**config.mk**
```make
export PLATFORM = sky130hd
export DESIGN_NAME = dcps_code_path
export DESIGN_NICKNAME = d
export VERILOG_FILES = /design/src/rtl/dcps_pkg.sv /design/src/rtl/dcps_cal.sv /design/src/rtl/dcps_ramp_step.sv /design/src/rtl/dcps_code_path.sv
export SDC_FILE = /design/constraint.sdc
export NUM_CORES = 1
export LEC_CHECK = 0
export ABC_AREA = 0
export BUFFER_PORTS_ARGS = -buffer_cell sky130_fd_sc_hd__buf_2
export CORE_MARGIN = 2
export CORE_UTILIZATION = 60
export CTS_CLUSTER_DIAMETER = 120
export DETAILED_ROUTE_END_ITERATION = 6
export GPL_ROUTABILITY_DRIVEN = 0
export PLACE_DENSITY = 0.88
export SYNTH_ARGS = -nofsm -noshare
export SYNTH_HDL_FRONTEND = slang
export SYNTH_HIERARCHICAL = 1
export SYNTH_SLANG_ARGS = --single-unit
```
**constraint.sdc**
```tcl
create_clock -name aclk -period 15.1 [get_ports aclk]
set_input_delay 3.775 -clock aclk [delete_from_list [all_inputs] [get_ports aclk]]
set_output_delay 3.775 -clock aclk [all_outputs]
set_load 0.005 [all_outputs]
```
**src/rtl/dcps_pkg.sv**
```systemverilog
package dcps_pkg;
    // ------------------------------------------------------------
    // Register map (byte addresses)
    // ------------------------------------------------------------
    localparam logic [7:0] ADDR_DATA = 8'h00;
    localparam logic [7:0] ADDR_GAIN = 8'h04;
    localparam logic [7:0] ADDR_OFFS = 8'h08;
    localparam logic [7:0] ADDR_CFG = 8'h0C;
    localparam logic [7:0] ADDR_SAFE = 8'h10;
    localparam logic [7:0] ADDR_FAULT = 8'h14;
    localparam logic [7:0] ADDR_STATUS = 8'h18;
    // ------------------------------------------------------------
    // Field positions
    // ------------------------------------------------------------
    localparam int CFG_RAMP_EN = 0;
    localparam int CFG_PROFILE = 1;
    localparam int CFG_STEP_LSB = 2;
    localparam int CFG_RATE_LSB = 5;
    localparam int CFG_FORCE = 8;
    localparam int CFG_BRK = 9;
    localparam int CFG_W = 10;
    localparam int FAULT_SAFE = 0;
    localparam int ST_BUSY = 0;
    localparam int ST_SAFE = 1;
    localparam int ST_CODE_LSB = 16;
    // ------------------------------------------------------------
    // Reset values
    // ------------------------------------------------------------
    localparam logic [15:0] DATA_RST = 16'h0000;
    localparam logic [15:0] GAIN_RST = 16'h8000;
    localparam logic [15:0] OFFS_RST = 16'h0000;
    localparam logic [15:0] SAFE_RST = 16'h0000;
    localparam logic [CFG_W-1:0] CFG_RST = 10'h000;
    // ------------------------------------------------------------
    // Timing
    // ------------------------------------------------------------
    localparam int CLK_HZ = 250_000_000;
    localparam int INT_CLK_HZ = 1_228_800;
    localparam int INT_DIV = CLK_HZ / INT_CLK_HZ;
    localparam logic [7:0] DIV_LAST = 8'(INT_DIV - 1);
    localparam logic [1:0] RESP_OKAY = 2'h0;
    localparam logic [1:0] RESP_SLVERR = 2'h2;

    typedef enum logic {RAMP_IDLE, RAMP_RUN} dcps_ramp_t;
endpackage : dcps_pkg

```
**src/rtl/dcps_cal.sv**
```systemverilog
`timescale 1ns/1ps
`default_nettype none
module dcps_cal
    import dcps_pkg::*;
#(
    parameter int RES = 16
) (
    input wire logic [15:0] data,
    input wire logic [15:0] gain,
    input wire logic [15:0] offs,
    output logic [15:0] code
);
    localparam logic [15:0] MASK = (RES == 14) ? 16'hFFFC : 16'hFFFF;

    logic [32:0] prod;
    logic signed [18:0] sum;

    always_comb begin
        // Gain is one half plus field over full scale; product is truncated
        prod = 33'(data & MASK) * (33'h0_8000 + 33'(gain & MASK));
        sum = $signed({2'b00, prod[32:16]}) + $signed({{3{offs[15]}}, offs & MASK});
        // Clamp instead of wrapping on calibration overflow
        if (sum < 0) begin
            code = 16'h0000;
        end else if (sum > $signed(19'h0FFFF)) begin
            code = MASK;
        end else begin
            code = sum[15:0] & MASK;
        end
    end
endmodule : dcps_cal
`default_nettype wire

```
**src/rtl/dcps_ramp_step.sv**
```systemverilog
`timescale 1ns/1ps
`default_nettype none
module dcps_ramp_step
    import dcps_pkg::*;
#(
    parameter int RES = 16
) (
    input wire logic [15:0] cur,
    input wire logic [15:0] tgt,
    input wire logic [15:0] origin,
    input wire logic [2:0] step_sel,
    input wire logic profile,
    output logic [15:0] nxt
);
    logic up;
    logic [15:0] remain;
    logic [15:0] trav;
    logic [18:0] base;
    logic [18:0] stride;

    always_comb begin
        up = tgt > cur;
        remain = up ? tgt - cur : cur - tgt;
        trav = (cur >= origin) ? cur - origin : origin - cur;
        base = 19'h00001 << (19'(step_sel) + 19'(16 - RES));
        stride = base;
        // Sine profile: fine steps near both ends, coarse in the middle
        if (profile && (19'(trav) >= (base << 3)) && (19'(remain) > (base << 3))) begin
            stride = base << 2;
        end
        if (19'(remain) <= stride) begin
            nxt = tgt;
        end else if (up) begin
            nxt = cur + stride[15:0];
        end else begin
            nxt = cur - stride[15:0];
        end
    end
endmodule : dcps_ramp_step
`default_nettype wire

```
**src/rtl/dcps_code_path.sv**
```systemverilog
// Behaviour
// Fields left-justified; 14-bit ignores two LSBs
// Gain factor is half plus field/2^N
// Offset is two's complement, signed top bit
// Code = data times gain plus offset, truncated
// Calibration takes effect on next data write
// Ramping off at reset; off means direct
// Step size and update rate fields steer ramp
// Ramp moves one step per rate update
// New target ramps from current applied code
// Linear or sinusoidal profile by select bit
// Disabling ramp mid-way applies target at once
// Safe state drives safe code, data kept
// Safe switch synchronous; ramps when enabled
// New code applied within internal clock latency
// Calibration change while ramping pulses busy event
// Force bit enters safe state
// Alarm enters safe state when response enabled
// Break mode: serial pin high forces safe
// Host spaces data updates by 2.1 us
// Calibrated code saturates, never wraps
// Leaving safe returns to calibrated code
//
// Our own choices: register access over AXI4-Lite and the address map.
`timescale 1ns/1ps
`default_nettype none
module dcps_code_path
    import dcps_pkg::*;
#(
    parameter int RES = 16,
    parameter int ADDR_W = 8
) (
    input wire logic aclk,
    input wire logic aresetn,
    input wire logic awvalid,
    output logic awready,
    input wire logic [ADDR_W-1:0] awaddr,
    input wire logic wvalid,
    output logic wready,
    input wire logic [31:0] wdata,
    input wire logic [3:0] wstrb,
    output logic bvalid,
    input wire logic bready,
    output logic [1:0] bresp,
    input wire logic arvalid,
    output logic arready,
    input wire logic [ADDR_W-1:0] araddr,
    output logic rvalid,
    input wire logic rready,
    output logic [31:0] rdata,
    output logic [1:0] rresp,
    input wire logic alarm_in,
    input wire logic serial_in_pin,
    output logic [15:0] dac_code,
    output logic ramp_in_progress,
    output logic safe_state_active,
    output logic calib_change_pulse
);
    localparam int APPLY_MAX = INT_DIV + 3;

    // ------------------------------------------------------------
    // Registers and state
    // ------------------------------------------------------------
    logic [15:0] data_q;
    logic [15:0] gain_q;
    logic [15:0] offs_q;
    logic [15:0] safe_code_reg_q;
    logic [CFG_W-1:0] cfg_q;
    logic fault_q;
    logic aw_held_q;
    logic w_held_q;
    logic [7:0] awaddr_q;
    logic [31:0] wdata_q;
    logic [3:0] wstrb_q;
    logic awready_q;
    logic wready_q;
    logic bvalid_q;
    logic [1:0] bresp_q;
    logic arready_q;
    logic rvalid_q;
    logic [31:0] rdata_q;
    logic [1:0] rresp_q;
    logic data_load_q;
    logic [15:0] cal_tgt_q;
    logic [7:0] div_q;
    logic tick_q;
    logic [6:0] rate_cnt_q;
    logic safe_q;
    logic [15:0] last_tgt_q;
    logic [15:0] origin_q;
    logic [15:0] applied_q;
    dcps_ramp_t st_q;
    logic busy_q;
    logic pulse_q;

    logic aw_take;
    logic w_take;
    logic wr_fire;
    logic ar_take;
    logic aw_held_d;
    logic w_held_d;
    logic rvalid_d;
    logic [31:0] wr_word;
    logic [15:0] cal_code;
    logic [15:0] sel_tgt;
    logic [15:0] ramp_nxt;
    logic [6:0] rate_mask;
    logic ramp_tick;
    logic ramp_en;
    logic safe_req;

    // ------------------------------------------------------------
    // Decode helpers
    // ------------------------------------------------------------
    function automatic logic reg_known(input logic [7:0] a);
        return (a == ADDR_DATA) || (a == ADDR_GAIN) || (a == ADDR_OFFS) || (a == ADDR_CFG)
            || (a == ADDR_SAFE) || (a == ADDR_FAULT) || (a == ADDR_STATUS);
    endfunction : reg_known

    function automatic logic [31:0] rd_word(input logic [7:0] a);
        case (a)
            ADDR_DATA: rd_word = {16'h0000, data_q};
            ADDR_GAIN: rd_word = {16'h0000, gain_q};
            ADDR_OFFS: rd_word = {16'h0000, offs_q};
            ADDR_CFG: rd_word = {22'h000000, cfg_q};
            ADDR_SAFE: rd_word = {16'h0000, safe_code_reg_q};
            ADDR_FAULT: rd_word = {31'h00000000, fault_q};
            ADDR_STATUS: rd_word = {applied_q, 14'h0000, safe_q, busy_q};
            default: rd_word = 32'h00000000;
        endcase
    endfunction : rd_word

    function automatic logic [31:0] wmerge(input logic [31:0] old, input logic [31:0] nw,
                                           input logic [3:0] strb);
        logic [31:0] r;
        r = old;
        for (int i = 0; i < 4; i++) begin
            if (strb[i]) begin
                r[8*i +: 8] = nw[8*i +: 8];
            end
        end
        return r;
    endfunction : wmerge

    // ------------------------------------------------------------
    // AXI4-Lite write channel
    // ------------------------------------------------------------
    always_comb begin
        aw_take = awvalid && awready_q;
        w_take = wvalid && wready_q;
        wr_fire = aw_held_q && w_held_q && !bvalid_q;
        aw_held_d = aw_take ? 1'b1 : (wr_fire ? 1'b0 : aw_held_q);
        w_held_d = w_take ? 1'b1 : (wr_fire ? 1'b0 : w_held_q);
        wr_word = wmerge(rd_word(awaddr_q), wdata_q, wstrb_q);
    end

    always_ff @(posedge aclk) begin
        if (!aresetn) begin
            aw_held_q <= 1'b0;
            w_held_q <= 1'b0;
            awready_q <= 1'b0;
            wready_q <= 1'b0;
            awaddr_q <= 8'h00;
            wdata_q <= 32'h00000000;
            wstrb_q <= 4'h0;
        end else begin
            aw_held_q <= aw_held_d;
            w_held_q <= w_held_d;
            awready_q <= !aw_held_d;
            wready_q <= !w_held_d;
            if (aw_take) begin
                awaddr_q <= 8'(awaddr);
            end
            if (w_take) begin
                wdata_q <= wdata;
                wstrb_q <= wstrb;
            end
        end
    end

    always_ff @(posedge aclk) begin
        if (!aresetn) begin
            bvalid_q <= 1'b0;
            bresp_q <= RESP_OKAY;
        end else if (wr_fire) begin
            bvalid_q <= 1'b1;
            bresp_q <= reg_known(awaddr_q) ? RESP_OKAY : RESP_SLVERR;
        end else if (bready) begin
            bvalid_q <= 1'b0;
        end
    end

    // ------------------------------------------------------------
    // AXI4-Lite read channel
    // ------------------------------------------------------------
    always_comb begin
        ar_take = arvalid && arready_q;
        rvalid_d = ar_take ? 1'b1 : ((rvalid_q && rready) ? 1'b0 : rvalid_q);
    end

    always_ff @(posedge aclk) begin
        if (!aresetn) begin
            rvalid_q <= 1'b0;
            arready_q <= 1'b0;
            rdata_q <= 32'h00000000;
            rresp_q <= RESP_OKAY;
        end else begin
            rvalid_q <= rvalid_d;
            arready_q <= !rvalid_d;
            if (ar_take) begin
                rdata_q <= rd_word(8'(araddr));
                rresp_q <= reg_known(8'(araddr)) ? RESP_OKAY : RESP_SLVERR;
            end
        end
    end

    // ------------------------------------------------------------
    // Register file
    // ------------------------------------------------------------
    always_ff @(posedge aclk) begin
        if (!aresetn) begin
            data_q <= DATA_RST;
            gain_q <= GAIN_RST;
            offs_q <= OFFS_RST;
            safe_code_reg_q <= SAFE_RST;
            cfg_q <= CFG_RST;
            fault_q <= 1'b0;
        end else if (wr_fire) begin
            case (awaddr_q)
                ADDR_DATA: data_q <= wr_word[15:0];
                ADDR_GAIN: gain_q <= wr_word[15:0];
                ADDR_OFFS: offs_q <= wr_word[15:0];
                ADDR_CFG: cfg_q <= wr_word[CFG_W-1:0];
                ADDR_SAFE: safe_code_reg_q <= wr_word[15:0];
                ADDR_FAULT: fault_q <= wr_word[FAULT_SAFE];
                default: ;
            endcase
        end
    end

    // Busy event when calibration moves under an enabled ramp
    always_ff @(posedge aclk) begin
        if (!aresetn) begin
            pulse_q <= 1'b0;
            data_load_q <= 1'b0;
        end else begin
            pulse_q <= wr_fire && ramp_en && ((awaddr_q == ADDR_GAIN) || (awaddr_q == ADDR_OFFS));
            data_load_q <= wr_fire && (awaddr_q == ADDR_DATA);
        end
    end

    // ------------------------------------------------------------
    // Calibration; target latched only on a data write
    // ------------------------------------------------------------
    dcps_cal #(.RES(RES)) u_cal (
        .data(data_q),
        .gain(gain_q),
        .offs(offs_q),
        .code(cal_code)
    );

    always_ff @(posedge aclk) begin
        if (!aresetn) begin
            cal_tgt_q <= 16'h0000;
        end else if (data_load_q) begin
            cal_tgt_q <= cal_code;
        end
    end

    // ------------------------------------------------------------
    // Internal converter clock and safe-state request
    // ------------------------------------------------------------
    always_ff @(posedge aclk) begin
        if (!aresetn) begin
            div_q <= 8'h00;
            tick_q <= 1'b0;
            rate_cnt_q <= 7'h00;
        end else begin
            tick_q <= (div_q == DIV_LAST);
            div_q <= (div_q == DIV_LAST) ? 8'h00 : div_q + 8'h01;
            if (tick_q) begin
                rate_cnt_q <= rate_cnt_q + 7'h01;
            end
        end
    end

    always_comb begin
        ramp_en = cfg_q[CFG_RAMP_EN];
        safe_req = cfg_q[CFG_FORCE]
            || (alarm_in && fault_q)
            || (cfg_q[CFG_BRK] && serial_in_pin);
        sel_tgt = safe_q ? safe_code_reg_q : cal_tgt_q;
        // Update rate divides the internal clock by a power of two
        rate_mask = 7'((8'h01 << cfg_q[CFG_RATE_LSB +: 3]) - 8'h01);
        ramp_tick = tick_q && ((rate_cnt_q & rate_mask) == 7'h00);
    end

    // Sampled on the internal clock so the switch never lands mid-update
    always_ff @(posedge aclk) begin
        if (!aresetn) begin
            safe_q <= 1'b0;
        end else if (tick_q) begin
            safe_q <= safe_req;
        end
    end

    // ------------------------------------------------------------
    // Ramp engine
    // ------------------------------------------------------------
    always_ff @(posedge aclk) begin
        if (!aresetn) begin
            last_tgt_q <= 16'h0000;
            origin_q <= 16'h0000;
        end else if (sel_tgt != last_tgt_q) begin
            last_tgt_q <= sel_tgt;
            origin_q <= applied_q;
        end
    end

    dcps_ramp_step #(.RES(RES)) u_step (
        .cur(applied_q),
        .tgt(sel_tgt),
        .origin(origin_q),
        .step_sel(cfg_q[CFG_STEP_LSB +: 3]),
        .profile(cfg_q[CFG_PROFILE]),
        .nxt(ramp_nxt)
    );

    always_ff @(posedge aclk) begin
        if (!aresetn) begin
            applied_q <= 16'h0000;
            st_q <= RAMP_IDLE;
            busy_q <= 1'b0;
        end else begin
            case (st_q)
                RAMP_IDLE: begin
                    if (!ramp_en) begin
                        if (tick_q) begin
                            applied_q <= sel_tgt;
                        end
                    end else if (tick_q && (applied_q != sel_tgt)) begin
                        st_q <= RAMP_RUN;
                        busy_q <= 1'b1;
                    end
                end
                RAMP_RUN: begin
                    if (!ramp_en) begin
                        applied_q <= sel_tgt;
                        st_q <= RAMP_IDLE;
                        busy_q <= 1'b0;
                    end else if (ramp_tick) begin
                        applied_q <= ramp_nxt;
                        if (ramp_nxt == sel_tgt) begin
                            st_q <= RAMP_IDLE;
                            busy_q <= 1'b0;
                        end
                    end
                end
                default: begin
                    st_q <= RAMP_IDLE;
                    busy_q <= 1'b0;
                end
            endcase
        end
    end

    // ------------------------------------------------------------
    // Outputs
    // ------------------------------------------------------------
    assign awready = awready_q;
    assign wready = wready_q;
    assign bvalid = bvalid_q;
    assign bresp = bresp_q;
    assign arready = arready_q;
    assign rvalid = rvalid_q;
    assign rdata = rdata_q;
    assign rresp = rresp_q;
    assign dac_code = applied_q;
    assign ramp_in_progress = busy_q;
    assign safe_state_active = safe_q;
    assign calib_change_pulse = pulse_q;
endmodule : dcps_code_path
`default_nettype wire

```
==> results.txt, run 1 <==
failing checks: DRC
Leak: 12.07 nW
CP startpoint kind: register
status: complete, but fails checks
Final Hold Viols: 0
cell taking the most area after synthesis: dfxtp_1
FF-to-FF setup slack: 3.72 ns
CP max FO: 28
switching pwr: 0.3568 mW
final core occ: 64.14%
most frequent cell after synthesis: inv_1
reg2reg start: safe_state_active$_SDFFE_PN0P_
setup violators final: 0
Pint: 0.9643 mW
Layout fillers: 3175
cells after synthesis: 2960
Routed wire per std cell: 20.10 um
CTS Sinks: 227
gr ovfl total: 0
first-pass GRT wire length: 112.6 mm
Slew HR: 18.70%
flip-flop and latch count after synthesis: 227
Routed Antenna Nets: 0
core area: 40740 um^2
async set or reset register ratio after synthesis: 0%
Setup crit start: safe_state_active$_SDFFE_PN0P_
residual DRC count: 6
Worst Clk Skew: 0.01825 ns
Final nets: 3458
Ports: 121
unrepaired setup endpoints after global routing: no
Tmin final: 11.38 ns
H-tree depth: 1
die extent in x: 206.7 um
CTS Buffer Depth: 3
Crit path required time: 15.53 ns
Synth top area share: 18.43%
CTS tree: done
Final Cycle Share: 75.38%
Hold Path Class: register to register
fmax: 87.85 MHz
Starting Density: 60.54%
Layout area overhead: 5.941%
VDD IR max: 97.23 uV
number of synthesized flops with an enable pin: 0
Top FF cell, synth: dfxtp_1
Yosys warning count: 6
R2R depth: 44
Sw Ratio: 27.01%
vias per cell: 6.390
Worst-Skew Late Latency: 0.56 ns
die area: 42740 um^2
Area contributors post-synth: dfxtp_1, fa_1, ha_1
number of buffers added for setup after CTS: 0
most common cell type on the critical path: a21oi_1
number of buffers created by CTS: 23
max_cap viols: 0
Synth Cell Area: 24660 um^2
critical path endpoint category: register
worst setup path end: ramp_in_progress$_SDFFE_PN0P_
row count: 74
Overall Global Routing Usage: 32.95%
routed via count: 22400
hold_buf cts: 0
vias in the first global route: 22300
Synth cell types: 96
syn avg cell area: 8.332 um^2
Worst-path clk slew: 0.06 ns
slowest CP cell: o41ai_2
setup TNS: 0 ns
Worst Tran Pin Value: 1.213 ns
top cells by count, synth: inv_1, nand2_1, dfxtp_1
ANT cells: 0
CP Class: register to register
Die Y: 206.7 um
Reg2Reg Capture Point: ramp_in_progress$_SDFFE_PN0P_
Crit path arrival time: 11.82 ns
combinational power share: 9.8%
sequential share of power: 46.5%
share of layout cells above drive strength 1: 8.373%
Post-Route WL: 70.48 mm
initial antenna violation count: 0
CTS root buf: clkbuf_16
1st-iter DRT viols: 2835
Slew Limit Fails: 0
detailed-placement wirelength estimate: 51.95 mm
pwr dens: 50.56 nW/um^2
PostCTS Resize Cnt: 0
Max stage delay on crit path: 0.82 ns
pin count of the biggest net entering global routing: 106
sequential area share after synthesis: 18.43%
Clock Power Share: 43.7%
DRT Pass-1 Iters: 7
IO buf count: 100
-- cell usage in the layout, fill, tap and decap left out, types with 19 or more instances in the layout --
cell type,count
nor2b_1,30
ha_1,226
clkbuf_16,23
fa_1,211
a221oi_1,24
xnor2_1,92
nor3_1,40
dfxtp_1,227
mux2_2,31
inv_1,350
buf_4,29
a22oi_1,26
nor2_1,213
nand2b_1,45
mux2i_1,68
o21ai_0,113
a21o_1,29
buf_2,100
xor2_1,38
nand3_1,84
and3_1,22
and2_1,117
a211oi_1,23
a21oi_1,148
nand2_1,313
a211o_1,25
nand4_1,19
o21a_1,35
-- worst min path at each step --
stage                          endpoint  slack, ns  cells after the start                     start
2_1_floorplan   wdata_q[1]$_SDFFE_PN0P_       0.43                      2   wdata_q[1]$_SDFFE_PN0P_
3_3_place_gp    wdata_q[2]$_SDFFE_PN0P_       0.44                      2   wdata_q[2]$_SDFFE_PN0P_
3_5_place_dp    wdata_q[1]$_SDFFE_PN0P_       0.44                      2   wdata_q[1]$_SDFFE_PN0P_
4_1_cts         wdata_q[3]$_SDFFE_PN0P_       0.47                      2   wdata_q[3]$_SDFFE_PN0P_
5_1_grt        wdata_q[13]$_SDFFE_PN0P_       0.49                      2  wdata_q[13]$_SDFFE_PN0P_
6_report       wdata_q[15]$_SDFFE_PN0P_       0.47                      2  wdata_q[15]$_SDFFE_PN0P_
-- layout make-up --
type | count | area (um^2) | area share [%]
clock buffers | 28 | 624.3 | 2.390
clock inverters | 11 | 115.1 | 0.4405
inverters | 353 | 1330 | 5.090
multi-input cells | 2226 | 18130 | 69.39
flip-flops and latches | 227 | 4544 | 17.39
well taps | 532 | 665.6 | 2.548
repair buffers | 129 | 718.2 | 2.749
-- critical path, delay by kind of cell, from the launching register on --
| family | cells | cell delay (ns) |
|---|---|---|
| DFF | 1 | 0.57 |
| and+or+nand+nor | 11 | 2.03 |
| AOI/OAI and AO/OA | 17 | 3.74 |
| buffers and inverters | 5 | 1.38 |
| xor gates and xnor gates | 4 | 0.92 |
| adders and majority gates | 4 | 1.41 |
| muxes | 3 | 1.15 |
-- registers in the layout, indices dropped and copies added, names as in the netlist, 2 cells and up --
signal / cells
rdata: 32
wstrb_q: 2
data_q: 16
cfg_q: 10
offs_q: 16
last_tgt_q: 16
cal_tgt_q: 16
rate_cnt_q: 7
gain_q: 16
safe_code_reg_q: 16
awaddr_q: 8
div_q: 8
origin_q: 16
dac_code: 16
wdata_q: 16
-- stage by stage --
stage	hold slack (ns)	cell area, um^2	std cells	total power, mW	setup slack [ns]
4_1_cts	0.4670	26130	3506	1.312	4.098
5_1_grt	0.4857	26130	3506	1.348	3.033
6_report	0.4693	26130	3506	1.321	3.718
2_1_floorplan	0.4312	24670	2963	0.7149	6.657
3_3_place_gp	0.4434	25390	3467	0.7463	4.510
3_5_place_dp	0.4422	25390	3467	0.7499	4.258
-- power by group through the flow --
stage                     logic, mW  clock network [mW]  registers (mW)
after floorplan              0.0928                   0           0.622
after global placement        0.119                   0           0.627
after detailed placement      0.122                   0           0.627
after CTS                     0.124               0.575           0.614
after global routing          0.138               0.596           0.615
final                         0.129               0.577           0.614
-- kinds of logic after synthesis --
logic type / Yosys count / share of synthesized area, %
AO/OA/AOI/OAI: 581 / 15.90
buffers and inverters: 510 / 8.137
multiplexers: 119 / 5.418
XOR/XNOR: 131 / 4.682
adder cells (fa/ha/maj): 437 / 28.59
other: 3 / 0.04565
AND/OR/NAND/NOR: 952 / 18.80
flip-flops: 227 / 18.43
-- layer usage --
| metal | share of wire (%) | wire (um) | global-route usage (%) | up-vias |
|---|---|---|---|---|
| met4 | 6.8 | 4804 | 19.86 | 0 |
| li1 | - | - | - | 9953 |
| met3 | 10 | 7085 | 5.306 | 356 |
| met5 | 0 | 0 | 0 | - |
| met2 | 46 | 32250 | 53.91 | 1467 |
| met1 | 37 | 26330 | 41.09 | 10630 |
No activity file was read; power rests on OpenSTA's default activity.
==> run 2, diff against run 1 <==
--- a/config.mk
+++ b/config.mk
@@ -5,14 +5,14 @@
 export SDC_FILE = /design/constraint.sdc
 export NUM_CORES = 1
 export LEC_CHECK = 0
-export ABC_AREA = 0
+export ABC_AREA = 1
 export BUFFER_PORTS_ARGS = -buffer_cell sky130_fd_sc_hd__buf_2
 export CORE_MARGIN = 2
-export CORE_UTILIZATION = 60
+export CORE_UTILIZATION = 58
 export CTS_CLUSTER_DIAMETER = 120
 export DETAILED_ROUTE_END_ITERATION = 6
 export GPL_ROUTABILITY_DRIVEN = 0
-export PLACE_DENSITY = 0.88
+export PLACE_DENSITY = 0.89
 export SYNTH_ARGS = -nofsm -noshare
 export SYNTH_HDL_FRONTEND = slang
 export SYNTH_HIERARCHICAL = 1
==> constraint.sdc (replaced) <==
create_clock -name aclk -period 9.8 [get_ports aclk]
set_input_delay 2.45 -clock aclk [delete_from_list [all_inputs] [get_ports aclk]]
set_output_delay 2.45 -clock aclk [all_outputs]
set_load 0.005 [all_outputs]
==> run 2 against run 1 <==
Register-to-register slack lost 2.9 ns. Sequential cell count unchanged. The run still ends with DRC left. Setup slack worse by 2.9 ns. Clock power increased by 73%. Largest power group is now clock. Combinational power increased to 3.7 times the previous value. Sequential power up 56%. Hold slack got worse by 0.0072 ns.
==> results.txt, run 2 <==
residual DRC count: 2 (-4)
critical path endpoint category: register
CP max FO: 31 (+11%)
Ports: 121 (unchanged)
Slew HR: 17.86% (-0.84 points)
fmax: 111.3 MHz (+27%)
reg2reg start: safe_state_active$_SDFFE_PN0P_
die extent in x: 222.1 um (+7.4%)
DRT Pass-1 Iters: 7 (unchanged)
detailed-placement wirelength estimate: 63.35 mm (+22%)
CTS tree: done
routed via count: 28030 (+25%)
CP Class: register to register
Max stage delay on crit path: 0.47 ns (-0.35 ns)
core area: 46750 um^2 (+15%)
Final nets: 4816 (+39%)
IO buf count: 100 (unchanged)
Die Y: 222.1 um (+7.4%)
setup TNS: 0 ns (unchanged)
Worst-Skew Late Latency: 0.57 ns (about the same)
H-tree depth: 1 (unchanged)
Layout area overhead: 6.006% (about the same)
Min-Delay Startpoint: rdata[12]$_SDFFE_PN0P_
initial antenna violation count: 1 (+1)
commonest non-fill, non-tap cells in the layout: nand2_1, inv_1, nor2_1, a21oi_1, nand3_1
Yosys warning count: 6 (unchanged)
vias per cell: 5.672 (-11%)
Reg2Reg Capture Point: st_q$_SDFF_PN0_
hold_buf cts: 0 (unchanged)
sequential area share after synthesis: 16.48% (-1.9 points)
cells after synthesis: 4309 (+46%)
CP bufs+invs: 7 (+2)
most frequent cell after synthesis: nand2_1
Synth Cell Area: 27580 um^2 (+12%)
CTS Buffer Depth: 3 (unchanged)
Layout fillers: 4105 (+29%)
most common cell after layout, fill and taps aside: nand2_1
Slew Limit Fails: 0 (unchanged)
die area: 49320 um^2 (+15%)
Tmin final: 8.984 ns (-2.399 ns)
cell taking the most area after synthesis: nand2_1
gr ovfl total: 0 (unchanged)
number of buffers added for setup after CTS: 0 (unchanged)
first-pass GRT wire length: 134.9 mm (+20%)
Synth top area share: 17.02% (-1.4 points)
Crit path required time: 10.22 ns (-5.31 ns)
max FFs per register: 32 (unchanged)
status: complete, but fails checks
vias in the first global route: 26940 (+21%)
CTS Sinks: 227 (unchanged)
PostCTS Resize Cnt: 0 (unchanged)
CTS root buf: clkbuf_16
syn avg cell area: 6.401 um^2 (-23%)
Hold Path Depth: 2 (unchanged)
number of buffers created by CTS: 24 (+4.3%)
flip-flop and latch count after synthesis: 227 (unchanged)
unrepaired setup endpoints after global routing: no
ANT cells: 0 (unchanged)
Worst Clk Skew: 0.02232 ns (+0.004070 ns)
Post-Route WL: 83.62 mm (+19%)
top cells by count, synth: nand2_1, inv_1, nor2_1
multi-input logic area: 18960 um^2 (+4.6%)
async set or reset register ratio after synthesis: 0% (unchanged)
Final Cycle Share: 91.67% (+16 points)
FF-to-FF setup slack: 0.82 ns (-2.90 ns)
Hold EP: rdata[12]$_SDFFE_PN0P_
most common cell type on the critical path: nand2_1
total area of sequential cells: 4544 um^2 (unchanged)
pwr dens: 83.22 nW/um^2 (+65%)
setup violators final: 0 (unchanged)
Hold Path Class: register to register
Hold WS: 0.4621 ns (-0.007191 ns)
Starting Density: 59.00% (-1.5 points)
1st-iter DRT viols: 3333 (+18%)
pin count of the biggest net entering global routing: 90 (-15%)
Synth cell types: 61 (-36%)
Worst-path clk slew: 0.06 ns (about the same)
R2R depth: 57 (+30%)
Routed Antenna Nets: 0 (unchanged)
slowest CP cell: o21ai_0
Leak: 16.06 nW (+33%)
number of synthesized flops with an enable pin: 0 (unchanged)
CP startpoint kind: register
row count: 79 (+6.8%)
Area contributors post-synth: nand2_1, dfxtp_1, fa_1
Routed wire per std cell: 16.92 um (-16%)
Overall Global Routing Usage: 33.75% (+0.80 points)
Crit path arrival time: 9.40 ns (-2.42 ns)
failing checks: DRC
max_cap viols: 0 (unchanged)
Top FF cell, synth: dfxtp_1
Final Hold Viols: 0 (unchanged)
Worst Tran Pin Value: 1.231 ns (+0.01791 ns)
CP delay by family, top: simple AND/OR/NAND/NOR gates
VDD IR max: 98.22 uV (+1.0%)
share of layout cells above drive strength 1: 7.336% (-1.0 points)
[run 2: layout make-up]
class                      instances  area share (%)
multi-input combinational       3034           64.83
sequential                       227           15.54
inverter                         898           11.56
tap                              607           2.597
timing repair buffer             133           2.559
clock buffer                      27           2.093
clock inverter                    16          0.8130
[run 2: power breakdown]
part | internal [mW] | total (mW) | switching (mW) | leakage [nW]
Sequential | 0.940 | 0.957 | 0.0167 | 1.84
Clock | 0.586 | 1.00 | 0.418 | 0.409
Combinational | 0.145 | 0.472 | 0.327 | 13.8
[run 2: worst max-delay path by stage]
stage / start / endpoint / cells past startpoint
after floorplan: safe_state_active$_SDFFE_PN0P_ / st_q$_SDFF_PN0_ / 60
after global placement: safe_state_active$_SDFFE_PN0P_ / st_q$_SDFF_PN0_ / 57
after detailed placement: safe_state_active$_SDFFE_PN0P_ / st_q$_SDFF_PN0_ / 57
after CTS: safe_state_active$_SDFFE_PN0P_ / st_q$_SDFF_PN0_ / 57
after global routing: safe_state_active$_SDFFE_PN0P_ / st_q$_SDFF_PN0_ / 57
final: safe_state_active$_SDFFE_PN0P_ / st_q$_SDFF_PN0_ / 57
[run 2: kinds of logic (layout without fill, tap and decap cells)]
logic type                 count (synthesis)  after routing  share of synthesized area (%)
AOI/OAI and AO/OA                        554            554                          10.81
xor gates and xnor gates                  59             59                          1.873
adders and majority gates                437            437                          25.57
buffers and inverters                   1051           1074                          14.84
DFF                                      227            227                          16.48
muxes                                      1              1                        0.03629
other                                      3              6                        0.04082
and+or+nand+nor                         1977           1977                          30.36
[run 2: through the flow]
| stage | cell area (um^2) | setup slack (ns) | power, mW | util, % | std cells |
|---|---|---|---|---|---|
| 3_3_place_gp | 28390 | 1.387 | 1.415 | 60.72 | 4899 |
| 2_1_floorplan | 27590 | 2.616 | 1.311 | - | 4312 |
| 3_5_place_dp | 28390 | 1.209 | 1.424 | 60.72 | 4899 |
| 4_1_cts | 29240 | 1.152 | 2.415 | 62.54 | 4942 |
| 6_report | 29240 | 0.8161 | 2.433 | 62.54 | 4942 |
| 5_1_grt | 29240 | 0.2188 | 2.522 | 62.54 | 4942 |
[run 2: worst reg2reg max path, delay by kind of cell, from the launching register on]
kind                     cells  cell delay [ns]
AO/OA/AOI/OAI                7             1.83
XOR/XNOR                     3             0.50
adder cells (fa/ha/maj)      5             1.34
buffers and inverters        7             0.84
flip-flops                   1             0.40
AND/OR/NAND/NOR             35             3.87
[run 2: per-layer routing]
metal / up-vias / part of all wire (%) / GRT usage [%]
met5: - / 0.011 / 0
met3: 429 / 11 / 6.083
li1: 13190 / - / -
met2: 1711 / 43 / 53.21
met4: 2 / 7.7 / 21.88
met1: 12700 / 38 / 42.62
